**src/verilog/gpc_consts.svh**
```systemverilog
// Summary of operation
// - Device address is 0x01 to 0x98 or 0x9A to 0xFF; others rejected.
// - Broadcast frames execute everywhere; only the address query replies.
// - Decimal places accept 0 to 7, shown in display status low bits.
// - Unit codes 1 to 8 select the unit; reads return its name.
// - Output type upper digit picks log, linear, nonlinear or dual slope.
// - Log lower digit picks presets 0 to 5, or 6 for custom values.
// - Custom log span and slope apply only while log selection 6 is active.
// - Zero code write in calibrate drives output; otherwise store to flash.
// - Full-scale code write in calibrate drives output; otherwise store to flash.
// - Linear full-scale pressure is ignored for log and nonlinear output.
// - Each text field stores at most 63 characters.
// - Every response ends with the greater-than character.
// - Config word encodes range; even means piezo, odd means combination.
// - Writing the config word may trigger an automatic restart.
// - Response lines end with CR, LF, or CR LF as configured.
// - Gas codes 0 to 8; codes 7 and 8 are custom gases.
// - Gas factor writes are refused unless gas selection is 7 or 8.
// - Without curve fit: linear 1, quadratic 0, cubic 0, span factor 1.
// - Piezo full-scale normalization always 1000 torr, used with span factor.
// - In RS485 mode responses carry no address field.
// - Verbose 1 adds text and units; verbose 0 returns the value only.
`ifndef GPC_CONSTS_SVH
`define GPC_CONSTS_SVH
`define GPC_A_CTRL 8'h00
`define GPC_A_STATUS 8'h04
`define GPC_A_FRAME 8'h08
`define GPC_A_DEVADDR 8'h0C
`define GPC_A_DISPLAY 8'h10
`define GPC_A_DECIMAL 8'h14
`define GPC_A_UNIT 8'h18
`define GPC_A_AOTYPE 8'h1C
`define GPC_A_LOGSPAN 8'h20
`define GPC_A_LOGSLOPE 8'h24
`define GPC_A_DACZERO 8'h28
`define GPC_A_DACFS 8'h2C
`define GPC_A_LINFS 8'h30
`define GPC_A_CONFIG 8'h34
`define GPC_A_TERM 8'h38
`define GPC_A_GAS 8'h3C
`define GPC_A_GASCONV 8'h40
`define GPC_A_GASBEND 8'h44
`define GPC_A_C1 8'h48
`define GPC_A_C2 8'h4C
`define GPC_A_C3 8'h50
`define GPC_A_PSF 8'h54
`define GPC_A_PFS 8'h58
`define GPC_A_TEXTSEL 8'h5C
`define GPC_A_TEXTDATA 8'h60
`define GPC_A_RESPFMT 8'h64
`define GPC_BCAST_ADDR 8'h99
`define GPC_DEVADDR_RST 8'h01
`define GPC_DEC_MAX 32'h0000_0007
`define GPC_UNIT_MIN 32'h0000_0001
`define GPC_UNIT_MAX 32'h0000_0008
`define GPC_UNIT_RST 4'h1
`define GPC_AO_MAX_KIND 4'h3
`define GPC_LOG_CUSTOM 4'h6
`define GPC_AOTYPE_RST 8'h00
`define GPC_DAC_MAX 32'h0000_FFFF
`define GPC_DACZERO_RST 16'h7FFC
`define GPC_DACFS_RST 16'hBA26
`define GPC_LINFS_RST 32'h03E8_0000
`define GPC_CONFIG_RST 8'h00
`define GPC_TERM_CR 16'h000D
`define GPC_TERM_LF 16'h000A
`define GPC_TERM_CRLF 16'h0D0A
`define GPC_GAS_MAX 32'h0000_0008
`define GPC_GAS_CUSTOM1 4'h7
`define GPC_FIX_ONE 32'h0001_0000
`define GPC_FIX_ZERO 32'h0000_0000
`define GPC_PFS_1000 32'h03E8_0000
`define GPC_END_CHAR 8'h3E
`define GPC_TEXT_MAX 6'h3F
`define GPC_NAME_TORR 32'h544F_5252
`define GPC_NAME_MBAR 32'h4D42_4152
`define GPC_NAME_KPA 32'h4B50_4120
`define GPC_NAME_PSIA 32'h5053_4941
`define GPC_NAME_PSIG 32'h5053_4947
`define GPC_NAME_ATM 32'h4154_4D20
`define GPC_NAME_BAR 32'h4241_5220
`define GPC_NAME_PA 32'h5041_2020
`define GPC_RESP_OKAY 2'h0
`define GPC_RESP_SLVERR 2'h2
`endif

```
**src/verilog/gpc_pkg.sv**
```systemverilog
package gpc_pkg;
  typedef enum logic [1:0] {
    GPC_AO_LOG,
    GPC_AO_LINEAR,
    GPC_AO_NONLINEAR,
    GPC_AO_DUAL
  } gpc_ao_kind_t;
  typedef struct packed {
    logic verbose;
    logic rs485;
    logic unlock_en;
    logic factory_en;
    logic calibrate_state;
  } gpc_ctrl_t;
  typedef struct packed {
    logic reply;
    logic accept;
    logic write_err;
  } gpc_status_t;
endpackage : gpc_pkg

```
**src/verilog/gpc_text_field.sv**
```systemverilog
`timescale 1ns/1ps
`include "gpc_consts.svh"
module gpc_text_field import gpc_pkg::*; (
  input wire logic sys_clk,
  input wire logic rst_n,
  input wire logic wr_en,
  input wire logic [5:0] wr_idx,
  input wire logic [7:0] wr_char,
  input wire logic [5:0] rd_idx,
  output logic [7:0] rd_char,
  output logic [5:0] length
);
  // Holds 63 characters; index 63 is never stored
  logic [7:0] mem [0:62];
  wire in_range = wr_idx < `GPC_TEXT_MAX;
  always_ff @(posedge sys_clk) begin
    if (wr_en && in_range) begin
      mem[wr_idx] <= wr_char;
    end
  end
  always_ff @(posedge sys_clk) begin
    if (!rst_n) begin
      length <= 6'h00;
      rd_char <= 8'h00;
    end else begin
      if (wr_en && in_range && wr_idx >= length) begin
        length <= wr_idx + 6'h01;
      end
      rd_char <= (rd_idx < length) ? mem[rd_idx] : 8'h00;
    end
  end
endmodule : gpc_text_field

```
**src/verilog/gpc_top.sv**
```systemverilog
`timescale 1ns/1ps
`include "gpc_consts.svh"
module gpc_top import gpc_pkg::*; (
  input wire logic sys_clk,
  input wire logic rst_n,
  input wire logic [7:0] s_axi_awaddr,
  input wire logic s_axi_awvalid,
  output logic s_axi_awready,
  input wire logic [31:0] s_axi_wdata,
  input wire logic [3:0] s_axi_wstrb,
  input wire logic s_axi_wvalid,
  output logic s_axi_wready,
  output logic [1:0] s_axi_bresp,
  output logic s_axi_bvalid,
  input wire logic s_axi_bready,
  input wire logic [7:0] s_axi_araddr,
  input wire logic s_axi_arvalid,
  output logic s_axi_arready,
  output logic [31:0] s_axi_rdata,
  output logic [1:0] s_axi_rresp,
  output logic s_axi_rvalid,
  input wire logic s_axi_rready,
  output logic [15:0] dac_out,
  output logic flash_wr,
  output logic flash_sel_fs,
  output logic restart_req,
  output logic [1:0] analog_mode,
  output logic [3:0] log_select,
  output logic [31:0] log_span_eff,
  output logic [31:0] log_slope_eff,
  output logic [31:0] lin_fs_eff,
  output logic frame_accept,
  output logic frame_reply
);
  // Write channel holding
  wire aw_held = !s_axi_awready;
  wire w_held = !s_axi_wready;
  logic [7:0] aw_addr;
  logic [31:0] w_data;
  logic [3:0] w_strb;
  // Settings
  gpc_ctrl_t ctrl;
  gpc_status_t status;
  logic [7:0] device_address;
  logic [2:0] decimal_places;
  logic [3:0] pressure_unit_select;
  logic [7:0] analog_output_type;
  logic [31:0] custom_log_span;
  logic [31:0] custom_log_slope;
  logic [15:0] dac_zero_code;
  logic [15:0] dac_full_scale_code;
  logic [31:0] linear_full_scale_pressure;
  logic [7:0] product_config_word;
  logic [15:0] line_terminator;
  logic [3:0] gas_select;
  logic [31:0] gas_conversion_factor;
  logic [31:0] gas_bend_factor;
  logic [31:0] linear_fit_coeff;
  logic [31:0] quadratic_fit_coeff;
  logic [31:0] cubic_fit_coeff;
  logic [31:0] piezo_span_factor;
  logic [1:0] text_field;
  logic [5:0] text_idx;
  logic [7:0] text_rd [0:3];
  logic [5:0] text_len [0:3];

  // Write decode
  wire wr_fire = aw_held && w_held && !s_axi_bvalid;
  wire [7:0] wa = aw_addr;
  wire [31:0] wd = w_data;
  wire full_word = (w_strb == 4'hF);
  wire hi_zero8 = (wd[31:8] == 24'h00_0000);
  wire [3:0] ao_kind = wd[7:4];
  wire [3:0] ao_sub = wd[3:0];
  wire addr_ok = hi_zero8 && wd[7:0] != 8'h00 && wd[7:0] != `GPC_BCAST_ADDR;
  wire dec_ok = wd <= `GPC_DEC_MAX;
  wire unit_ok = wd >= `GPC_UNIT_MIN && wd <= `GPC_UNIT_MAX;
  wire ao_ok = hi_zero8 && ao_kind <= `GPC_AO_MAX_KIND
    && (ao_kind != 4'h0 || ao_sub <= `GPC_LOG_CUSTOM);
  wire dac_ok = wd <= `GPC_DAC_MAX && ctrl.factory_en;
  wire cfg_code_ok = wd[7:0] <= 8'h05 || wd[7:1] == 7'h0A || wd[7:1] == 7'h0E;
  wire cfg_ok = hi_zero8 && cfg_code_ok && ctrl.factory_en;
  wire term_ok = wd == 32'(`GPC_TERM_CR) || wd == 32'(`GPC_TERM_LF)
    || wd == 32'(`GPC_TERM_CRLF);
  wire gas_ok = wd <= `GPC_GAS_MAX;
  wire gas_custom = gas_select >= `GPC_GAS_CUSTOM1;
  wire gas_fac_ok = gas_custom && ctrl.unlock_en;
  wire text_ok = text_idx < `GPC_TEXT_MAX && wd[7:0] != `GPC_END_CHAR
    && (text_field == 2'h0 || ctrl.factory_en);
  wire ctrl_ok = !wd[0] || ctrl.unlock_en || wd[2];

  logic wr_mapped;
  logic wr_valid;
  always_comb begin
    wr_mapped = 1'b1;
    wr_valid = 1'b1;
    case (wa)
      `GPC_A_CTRL: wr_valid = ctrl_ok;
      `GPC_A_STATUS, `GPC_A_FRAME, `GPC_A_LOGSPAN, `GPC_A_LOGSLOPE: wr_valid = 1'b1;
      `GPC_A_DEVADDR: wr_valid = addr_ok;
      `GPC_A_DECIMAL: wr_valid = dec_ok;
      `GPC_A_UNIT: wr_valid = unit_ok;
      `GPC_A_AOTYPE: wr_valid = ao_ok;
      `GPC_A_DACZERO, `GPC_A_DACFS: wr_valid = dac_ok;
      `GPC_A_LINFS, `GPC_A_C1, `GPC_A_C2, `GPC_A_C3, `GPC_A_PSF: wr_valid = ctrl.factory_en;
      `GPC_A_CONFIG: wr_valid = cfg_ok;
      `GPC_A_TERM: wr_valid = term_ok;
      `GPC_A_GAS: wr_valid = gas_ok;
      `GPC_A_GASCONV, `GPC_A_GASBEND: wr_valid = gas_fac_ok;
      `GPC_A_TEXTSEL: wr_valid = wd[5:0] < `GPC_TEXT_MAX;
      `GPC_A_TEXTDATA: wr_valid = text_ok;
      default: begin
        wr_mapped = 1'b0;
        wr_valid = 1'b0;
      end
    endcase
  end
  // Partial strobes are refused: every setting is one indivisible value
  wire wr_ok = wr_fire && wr_mapped && wr_valid && full_word;
  wire wr_bad = wr_fire && !(wr_mapped && wr_valid && full_word);
  wire wr_at_dac_zero = wr_ok && wa == `GPC_A_DACZERO;
  wire wr_at_dac_fs = wr_ok && wa == `GPC_A_DACFS;
  wire wr_at_text = wr_ok && wa == `GPC_A_TEXTDATA;
  wire [7:0] frame_target = wd[7:0];
  wire frame_is_query = wd[8];
  wire frame_bcast = frame_target == `GPC_BCAST_ADDR;
  wire frame_mine = frame_target == device_address;
  wire status_clear = wr_ok && wa == `GPC_A_STATUS && wd[0];

  // AXI write handshake
  always_ff @(posedge sys_clk) begin
    if (!rst_n) begin
      s_axi_awready <= 1'b1;
      s_axi_wready <= 1'b1;
      aw_addr <= 8'h00;
      w_data <= 32'h0000_0000;
      w_strb <= 4'h0;
      s_axi_bvalid <= 1'b0;
      s_axi_bresp <= `GPC_RESP_OKAY;
    end else begin
      if (s_axi_awvalid && s_axi_awready) begin
        s_axi_awready <= 1'b0;
        aw_addr <= {s_axi_awaddr[7:2], 2'h0};
      end
      if (s_axi_wvalid && s_axi_wready) begin
        s_axi_wready <= 1'b0;
        w_data <= s_axi_wdata;
        w_strb <= s_axi_wstrb;
      end
      if (wr_fire) begin
        s_axi_awready <= 1'b1;
        s_axi_wready <= 1'b1;
        s_axi_bvalid <= 1'b1;
        s_axi_bresp <= wr_bad ? `GPC_RESP_SLVERR : `GPC_RESP_OKAY;
      end else if (s_axi_bready) begin
        s_axi_bvalid <= 1'b0;
      end
    end
  end
  // Setting storage
  always_ff @(posedge sys_clk) begin
    if (!rst_n) begin
      ctrl <= '0;
      device_address <= `GPC_DEVADDR_RST;
      decimal_places <= 3'h0;
      pressure_unit_select <= `GPC_UNIT_RST;
      analog_output_type <= `GPC_AOTYPE_RST;
      custom_log_span <= 32'h0000_0000;
      custom_log_slope <= 32'h0000_0000;
      dac_zero_code <= `GPC_DACZERO_RST;
      dac_full_scale_code <= `GPC_DACFS_RST;
      linear_full_scale_pressure <= `GPC_LINFS_RST;
      product_config_word <= `GPC_CONFIG_RST;
      line_terminator <= `GPC_TERM_CR;
      gas_select <= 4'h0;
      gas_conversion_factor <= `GPC_FIX_ONE;
      gas_bend_factor <= `GPC_FIX_ZERO;
      linear_fit_coeff <= `GPC_FIX_ONE;
      quadratic_fit_coeff <= `GPC_FIX_ZERO;
      cubic_fit_coeff <= `GPC_FIX_ZERO;
      piezo_span_factor <= `GPC_FIX_ONE;
      text_field <= 2'h0;
      text_idx <= 6'h00;
    end else if (wr_ok) begin
      case (wa)
        `GPC_A_CTRL: ctrl <= wd[4:0];
        `GPC_A_DEVADDR: device_address <= wd[7:0];
        `GPC_A_DECIMAL: decimal_places <= wd[2:0];
        `GPC_A_UNIT: pressure_unit_select <= wd[3:0];
        `GPC_A_AOTYPE: analog_output_type <= wd[7:0];
        `GPC_A_LOGSPAN: custom_log_span <= wd;
        `GPC_A_LOGSLOPE: custom_log_slope <= wd;
        `GPC_A_DACZERO: dac_zero_code <= wd[15:0];
        `GPC_A_DACFS: dac_full_scale_code <= wd[15:0];
        `GPC_A_LINFS: linear_full_scale_pressure <= wd;
        `GPC_A_CONFIG: product_config_word <= wd[7:0];
        `GPC_A_TERM: line_terminator <= wd[15:0];
        `GPC_A_GAS: gas_select <= wd[3:0];
        `GPC_A_GASCONV: gas_conversion_factor <= wd;
        `GPC_A_GASBEND: gas_bend_factor <= wd;
        `GPC_A_C1: linear_fit_coeff <= wd;
        `GPC_A_C2: quadratic_fit_coeff <= wd;
        `GPC_A_C3: cubic_fit_coeff <= wd;
        `GPC_A_PSF: piezo_span_factor <= wd;
        `GPC_A_TEXTSEL: begin
          text_field <= wd[9:8];
          text_idx <= wd[5:0];
        end
        `GPC_A_TEXTDATA: text_idx <= text_idx + 6'h01;
        default: text_idx <= text_idx;
      endcase
    end
  end

  // Status, frame decode and side effects
  always_ff @(posedge sys_clk) begin
    if (!rst_n) begin
      status <= '0;
      frame_accept <= 1'b0;
      frame_reply <= 1'b0;
      dac_out <= `GPC_DACZERO_RST;
      flash_wr <= 1'b0;
      flash_sel_fs <= 1'b0;
      restart_req <= 1'b0;
    end else begin
      // A refused write in the clearing cycle keeps the error visible
      if (wr_bad) begin
        status.write_err <= 1'b1;
      end else if (status_clear) begin
        status.write_err <= 1'b0;
      end
      if (wr_ok && wa == `GPC_A_FRAME) begin
        frame_accept <= frame_mine || frame_bcast;
        frame_reply <= frame_mine || (frame_bcast && frame_is_query);
        status.accept <= frame_mine || frame_bcast;
        status.reply <= frame_mine || (frame_bcast && frame_is_query);
      end
      flash_wr <= (wr_at_dac_zero || wr_at_dac_fs) && !ctrl.calibrate_state;
      if (wr_at_dac_zero || wr_at_dac_fs) begin
        flash_sel_fs <= wr_at_dac_fs;
      end
      if (wr_at_dac_zero && ctrl.calibrate_state) begin
        dac_out <= wd[15:0];
      end else if (wr_at_dac_fs && ctrl.calibrate_state) begin
        dac_out <= wd[15:0];
      end
      restart_req <= wr_ok && wa == `GPC_A_CONFIG;
    end
  end

  // Effective analog settings
  wire [1:0] kind_now = analog_output_type[5:4];
  wire log_custom = kind_now == 2'(GPC_AO_LOG) && analog_output_type[3:0] == `GPC_LOG_CUSTOM;
  wire lin_used = kind_now == 2'(GPC_AO_LINEAR) || kind_now == 2'(GPC_AO_DUAL);
  always_ff @(posedge sys_clk) begin
    if (!rst_n) begin
      analog_mode <= 2'h0;
      log_select <= 4'h0;
      log_span_eff <= 32'h0000_0000;
      log_slope_eff <= 32'h0000_0000;
      lin_fs_eff <= 32'h0000_0000;
    end else begin
      analog_mode <= kind_now;
      log_select <= (kind_now == 2'(GPC_AO_LOG)) ? analog_output_type[3:0] : 4'h0;
      log_span_eff <= log_custom ? custom_log_span : 32'h0000_0000;
      log_slope_eff <= log_custom ? custom_log_slope : 32'h0000_0000;
      lin_fs_eff <= lin_used ? linear_full_scale_pressure : 32'h0000_0000;
    end
  end

  // Text fields: comment, cal date, cal temp, instrument id
  genvar gi;
  generate
    for (gi = 0; gi < 4; gi++) begin : g_text
      gpc_text_field u_field (
        .sys_clk(sys_clk),
        .rst_n(rst_n),
        .wr_en(wr_at_text && text_field == 2'(gi)),
        .wr_idx(text_idx),
        .wr_char(wd[7:0]),
        .rd_idx(text_idx),
        .rd_char(text_rd[gi]),
        .length(text_len[gi])
      );
    end
  endgenerate

  // Read path
  logic [31:0] unit_name;
  always_comb begin
    case (pressure_unit_select)
      4'h1: unit_name = `GPC_NAME_TORR;
      4'h2: unit_name = `GPC_NAME_MBAR;
      4'h3: unit_name = `GPC_NAME_KPA;
      4'h4: unit_name = `GPC_NAME_PSIA;
      4'h5: unit_name = `GPC_NAME_PSIG;
      4'h6: unit_name = `GPC_NAME_ATM;
      4'h7: unit_name = `GPC_NAME_BAR;
      default: unit_name = `GPC_NAME_PA;
    endcase
  end
  wire [1:0] term_len = (line_terminator[15:8] != 8'h00) ? 2'h2 : 2'h1;
  // End char, terminator, verbose, address field present, terminator length
  wire [31:0] resp_fmt = {4'h0, term_len, !ctrl.rs485, ctrl.verbose, line_terminator,
    `GPC_END_CHAR};
  wire [1:0] tf = text_field;

  logic [31:0] rd_val;
  logic rd_mapped;
  always_comb begin
    rd_mapped = 1'b1;
    case (s_axi_araddr[7:2] & 6'h3F)
      6'h00: rd_val = {27'h0, ctrl};
      6'h01: rd_val = {29'h0, status};
      6'h02: rd_val = {22'h0, frame_reply, frame_accept, 8'h0};
      6'h03: rd_val = {24'h0, device_address};
      6'h04: rd_val = {29'h0, decimal_places};
      6'h05: rd_val = {29'h0, decimal_places};
      6'h06: rd_val = unit_name;
      6'h07: rd_val = {24'h0, analog_output_type};
      6'h08: rd_val = custom_log_span;
      6'h09: rd_val = custom_log_slope;
      6'h0A: rd_val = {16'h0, dac_zero_code};
      6'h0B: rd_val = {16'h0, dac_full_scale_code};
      6'h0C: rd_val = linear_full_scale_pressure;
      6'h0D: rd_val = {23'h0, product_config_word[0], product_config_word};
      6'h0E: rd_val = {16'h0, line_terminator};
      6'h0F: rd_val = {28'h0, gas_select};
      6'h10: rd_val = gas_conversion_factor;
      6'h11: rd_val = gas_bend_factor;
      6'h12: rd_val = linear_fit_coeff;
      6'h13: rd_val = quadratic_fit_coeff;
      6'h14: rd_val = cubic_fit_coeff;
      6'h15: rd_val = piezo_span_factor;
      6'h16: rd_val = `GPC_PFS_1000;
      6'h17: rd_val = {10'h0, text_len[tf], 6'h0, tf, 2'h0, text_idx};
      6'h18: rd_val = {24'h0, text_rd[tf]};
      6'h19: rd_val = resp_fmt;
      default: begin
        rd_mapped = 1'b0;
        rd_val = 32'h0000_0000;
      end
    endcase
  end
  // Text data lags the index by one cycle; a read waits one cycle to see it
  logic rd_wait;
  always_ff @(posedge sys_clk) begin
    if (!rst_n) begin
      rd_wait <= 1'b0;
      s_axi_rvalid <= 1'b0;
      s_axi_rdata <= 32'h0000_0000;
      s_axi_rresp <= `GPC_RESP_OKAY;
    end else if (s_axi_rvalid) begin
      if (s_axi_rready) begin
        s_axi_rvalid <= 1'b0;
      end
    end else if (s_axi_arvalid && !rd_wait) begin
      rd_wait <= 1'b1;
    end else if (rd_wait) begin
      rd_wait <= 1'b0;
      s_axi_rvalid <= 1'b1;
      s_axi_rdata <= rd_val;
      s_axi_rresp <= rd_mapped ? `GPC_RESP_OKAY : `GPC_RESP_SLVERR;
    end
  end
  assign s_axi_arready = rd_wait;

  // Checks
  chk_addr_range: assert property (@(posedge sys_clk) disable iff (!rst_n)
    device_address != 8'h00 && device_address != `GPC_BCAST_ADDR)
    else $error("device address outside legal range");
  chk_bcast_reply: assert property (@(posedge sys_clk) disable iff (!rst_n)
    wr_ok && wa == `GPC_A_FRAME && frame_bcast && !frame_is_query |=> !frame_reply)
    else $error("broadcast non-query produced a reply");
  chk_dec_places: assert property (@(posedge sys_clk) disable iff (!rst_n)
    wr_ok && wa == `GPC_A_DECIMAL |=> decimal_places == $past(wd[2:0]))
    else $error("decimal places not stored");
  chk_custom_gate: assert property (@(posedge sys_clk) disable iff (!rst_n)
    !log_custom |=> log_span_eff == 32'h0000_0000)
    else $error("custom span active outside selection six");
  chk_dac_cal: assert property (@(posedge sys_clk) disable iff (!rst_n)
    wr_at_dac_zero && ctrl.calibrate_state |=> dac_out == $past(wd[15:0]) && !flash_wr)
    else $error("calibrate zero write did not drive output");
  chk_dac_flash: assert property (@(posedge sys_clk) disable iff (!rst_n)
    wr_at_dac_fs && !ctrl.calibrate_state |=> flash_wr && flash_sel_fs ##1 !flash_wr)
    else $error("full-scale write did not pulse flash store");
  chk_gas_lock: assert property (@(posedge sys_clk) disable iff (!rst_n)
    wr_fire && wa == `GPC_A_GASCONV && !gas_custom
      |=> $stable(gas_conversion_factor) && s_axi_bresp == `GPC_RESP_SLVERR)
    else $error("gas factor written without custom gas");
  chk_bad_write: assert property (@(posedge sys_clk) disable iff (!rst_n)
    wr_bad |=> status.write_err && s_axi_bvalid)
    else $error("refused write not flagged");
endmodule : gpc_top

```
**config.mk**
```make
export PLATFORM = sky130hd
export DESIGN_NAME = gpc_top
export DESIGN_NICKNAME = d
export VERILOG_FILES = /design/src/verilog/gpc_pkg.sv /design/src/verilog/gpc_text_field.sv /design/src/verilog/gpc_top.sv
export VERILOG_INCLUDE_DIRS = /design/src /design/src/verilog
export SDC_FILE = /design/constraint.sdc
export NUM_CORES = 2
export LEC_CHECK = 0
export BUFFER_PORTS_ARGS = -buffer_cell sky130_fd_sc_hd__buf_2
export CAP_MARGIN = 30
export CORE_MARGIN = 3
export CORE_UTILIZATION = 60
export CTS_CLUSTER_SIZE = 25
export DETAILED_ROUTE_END_ITERATION = 6
export PLACE_DENSITY = 0.77
export SYNTH_ARGS = -nofsm -noshare
export SYNTH_HDL_FRONTEND = slang
export SYNTH_HIERARCHICAL = 1
export SYNTH_SLANG_ARGS = --single-unit
```
**constraint.sdc**
```tcl
create_clock -name sys_clk -period 7.1 [get_ports sys_clk]
set_input_delay 0.355 -clock sys_clk [delete_from_list [all_inputs] [get_ports sys_clk]]
set_output_delay 0.355 -clock sys_clk [all_outputs]
set_load 0.05 [all_outputs]
```
==> impl_metrics.json <==
{
  "outcome": "finished with violations",
  "violations": "DRC",
  "cp_num_buf_inv": 1,
  "crit_cells": 10,
  "cts_root_buffer": "clkbuf_16",
  "seqPwrFrac_pct": 52.4,
  "layout.nets": 7083,
  "holdWs_ns": 0.161,
  "fp.dieW_um": 428,
  "synth-compound-area-share_pct": 5.44,
  "timing.rr.end": "g_text[0].u_field/mem[29][7]",
  "die_h_um": 428,
  "dp_hpwl_mm": 176,
  "grt_antenna_before_repair": 11,
  "synth_xor_xnor_area_share_pct": 0.213,
  "track_usage_pct": 31.0,
  "setup_violations": 0,
  "cts_setup_buffers": 0,
  "multi_input_area_sq_um": 30600,
  "start_util_pct": 60.5,
  "cp-end-kind": "flip-flop",
  "period_share_pct": 81.7,
  "worst_path_max_delay_cell": "nor2_1",
  "ys_async_sr_fraction_pct": 0,
  "p_switching_w": 0.00678,
  "wl_per_cell_um": 30.3,
  "slew_violations": 0,
  "ctsHoldBuffers": 58,
  "rows": 154,
  "place_congestion": 0.957,
  "htree_levels": 5,
  "grt_max_degree": 189,
  "io_buffer_count": 216,
  "hold_path.class": "input port to flip-flop",
  "ios": 223,
  "seq_area_sq_um": 73500,
  "drt_iter0_markers": 8781,
  "whs_path_depth": 4,
  "r2r_slack_ns": 1.30,
  "totalWireLength_mm": 288,
  "synth_ff_type": "edfxtp_1",
  "ys_seq_elements": 2661,
  "p_clk_share_pct": 42.9,
  "drtPass1Iterations": 7,
  "overflow": 0,
  "grt_first_pass_wirelength_mm": 423,
  "swShare_pct": 21.1,
  "core_sq_um": 176000,
  "hold_viol_final": 0,
  "tightest_slew_ns": 1.09,
  "fin_setup_tns_ns": 0,
  "startpoint": "w_data[16]",
  "ant_nets": 0,
  "synth_edf_count": 2016,
  "path_max_fanout": 8,
  "path_class": "flip-flop to flip-flop",
  "synthCells": 6759,
  "r2r-start": "w_data[16]",
  "rsz0062_at_grt": "no",
  "fmax_mhz": 172,
  "power_leakage_nw": 42.0,
  "min_delay_worst_endpoint": "s_axi_rdata[8]",
  "slowest_delay_ns": 0.82,
  "cp_data_arrival_time_ns": 6.33,
  "p_comb_share_pct": 4.7,
  "muxShareOfSynthArea_pct": 15.0,
  "cp_cell_sequence": "nor4_1 -> nand4_1 -> nor3_1 -> a2111o_1 -> o311a_1 -> nor3b_1 -> buf_4 -> o21a_1 -> nand4b_1 -> nor2_1",
  "path_clk_slew_ns": 0.06,
  "fin_worst_skew_ns": 0.0768,
  "slew_headroom_pct": 27.1,
  "synth.avg_cell_area_sq_um": 15.8,
  "die_area_sq_um": 183000,
  "reg2reg_depth": 10,
  "fin_crit_ns": 5.80,
  "drive_above_1_share_pct": 16.6,
  "cts_sinks": 2661,
  "numCtsBuffers": 277,
  "clock_path_buffers": 4,
  "area_delta_synth_final_pct": 11.0,
  "cp_top_family": "simple AND/OR/NAND/NOR gates",
  "yosysUniqueCellTypes": 98,
  "synth-seq-area-share_pct": 68.8,
  "synth_top_family_by_area": "multiplexers",
  "viasPerCell": 6.75,
  "p_int_w": 0.0253,
  "syn_area_sq_um": 107000,
  "cts_resized": 0,
  "min-delay-start": "s_axi_araddr[2]",
  "ys_warn_count": 6,
  "tritoncts": "built",
  "cap_violations": 0,
  "fillCellCount": 11400,
  "drc_errors": 17,
  "clk_latency_ns": 0.94,
  "yosys.area_share.simple_pct": 7.29,
  "worstSetupStartpointType": "flip-flop",
  "vias": 64200,
  "grt_pass1_vias": 63300,
  "crit_required_ns": 7.63,
  "yosys.area_share.adder_pct": 0.574,
  "power_density_nw_per_um2": 271,
  "ir_drop_mv": 0.216
}
worst min-delay path, delay by kind of cell:
kind / cells / cell delay (ns)
buffers and inverters: 1 / 0.29
AOI/OAI and AO/OA: 1 / 0.12
and+or+nand+nor: 2 / 0.26
power groups by stage:
stage | Sequential (W) | Combinational, W | Clock, W
4_1_cts | 0.0168 | 0.00150 | 0.0139
5_1_grt | 0.0168 | 0.00160 | 0.0145
3_5_place_dp | 0.0171 | 0.00146 | 0
6_report | 0.0168 | 0.00152 | 0.0138
2_1_floorplan | 0.0173 | 0.00103 | 0
3_3_place_gp | 0.0171 | 0.00143 | 0
metrics by stage:
| step | setup WS (ns) | utilization (%) | total power, W | cells | instance area, sq um |
|---|---|---|---|---|---|
| finish | 1.30 | 67.1 | 0.0321 | 9508 | 119000 |
| global route | 1.16 | 67.1 | 0.0329 | 9500 | 118000 |
| CTS | 1.59 | 67.1 | 0.0322 | 9492 | 118000 |
| detailed placement | 1.51 | 61.9 | 0.0186 | 8971 | 109000 |
| global placement | 1.59 | 61.9 | 0.0186 | 8967 | 109000 |
| floorplan | 0.576 | - | 0.0183 | 6760 | 107000 |
state kept, by name (all words and copies together), names as in the netlist, 24 cells and up:
| name | cells |
|---|---|
| g_text.u_field/rd_char | 32 |
| log_span_eff | 32 |
| linear_fit_coeff | 32 |
| s_axi_rdata | 32 |
| w_data | 32 |
| piezo_span_factor | 32 |
| custom_log_span | 32 |
| cubic_fit_coeff | 32 |
| g_text.u_field/length | 24 |
| gas_bend_factor | 32 |
| log_slope_eff | 32 |
| linear_full_scale_pressure | 32 |
| custom_log_slope | 32 |
| g_text.u_field/mem | 2016 |
| gas_conversion_factor | 32 |
| quadratic_fit_coeff | 32 |
| lin_fs_eff | 32 |
worst max path at each step:
| stage | end |
|---|---|
| 3_3_place_gp | g_text[0].u_field/mem[29][1] |
| 4_1_cts | g_text[0].u_field/mem[29][4] |
| 5_1_grt | g_text[0].u_field/mem[29][3] |
| 6_report | g_text[0].u_field/mem[29][7] |
| 2_1_floorplan | g_text[0].u_field/length[0] |
| 3_5_place_dp | g_text[0].u_field/mem[29][0] |
per-layer routing:
| layer | vias to the layer above | wire, um | global-route usage [%] |
|---|---|---|---|
| li1 | 26800 | - | - |
| met1 | 32200 | 104000 | 40.7 |
| met2 | 4258 | 136000 | 48.8 |
| met3 | 922 | 29000 | 6.90 |
| met4 | 6 | 18300 | 17.0 |
| met5 | - | 44 | 0 |
layout by cell type (no fill, tap or decap), types with 23 or more instances in the layout:
cell	count
nor2b_1	40
a211oi_1	32
buf_4	106
clkbuf_16	283
a21oi_1	134
nand3_1	90
ha_1	49
nand2_1	687
o21ai_1	29
dlygate4sd3_1	58
nand3b_1	31
o22ai_1	83
and2_1	85
and3_1	57
mux4_1	78
dfxtp_1	631
clkinv_1	37
or3_1	27
o211ai_1	47
nand2b_1	43
edfxtp_1	2016
clkbuf_1	55
a31oi_1	32
mux2i_1	521
o21ai_0	57
nor2_1	391
buf_2	216
inv_1	59
mux4_2	380
nor4_1	23
nand4_1	53
clkinv_2	45
a22oi_1	179
nor3_1	49
cells by family (layout without fill, tap and decap cells):
family                     count (synthesis)  after routing
adders and majority gates                 49             49
other                                      1             11
xor gates and xnor gates                  26             26
and+or+nand+nor                         1676           1676
AOI/OAI and AO/OA                        825            825
DFF                                     2661           2661
buffers and inverters                    522            921
muxes                                    999            999
cell usage after synthesis (all sizes together) (51+ instances only):
library cell / n / area, sq um
edfxtp: 2016 / 60500
nand2: 687 / 2580
dfxtp: 645 / 12900
mux2i: 521 / 5220
mux4: 458 / 10600
nor2: 403 / 1520
clkbuf: 241 / 911
buf: 219 / 1690
a22oi: 179 / 1340
a21oi: 135 / 679
nand3: 91 / 455
o21ai: 88 / 448
and2: 87 / 544
o22ai: 83 / 519
inv: 60 / 225
and3: 58 / 363
nand4: 57 / 382
nor3: 51 / 255
layout make-up:
| type | count | area share [%] |
|---|---|---|
| diodes | 9 | 0.0190 |
| clock buffers | 357 | 6.35 |
| clock inverters | 106 | 0.774 |
| inverters | 62 | 0.198 |
| multi-input cells | 3577 | 25.8 |
| flip-flops and latches | 2661 | 62.0 |
| well taps | 2340 | 2.47 |
| repair buffers | 396 | 2.38 |
No activity file was read; power rests on OpenSTA's default activity.
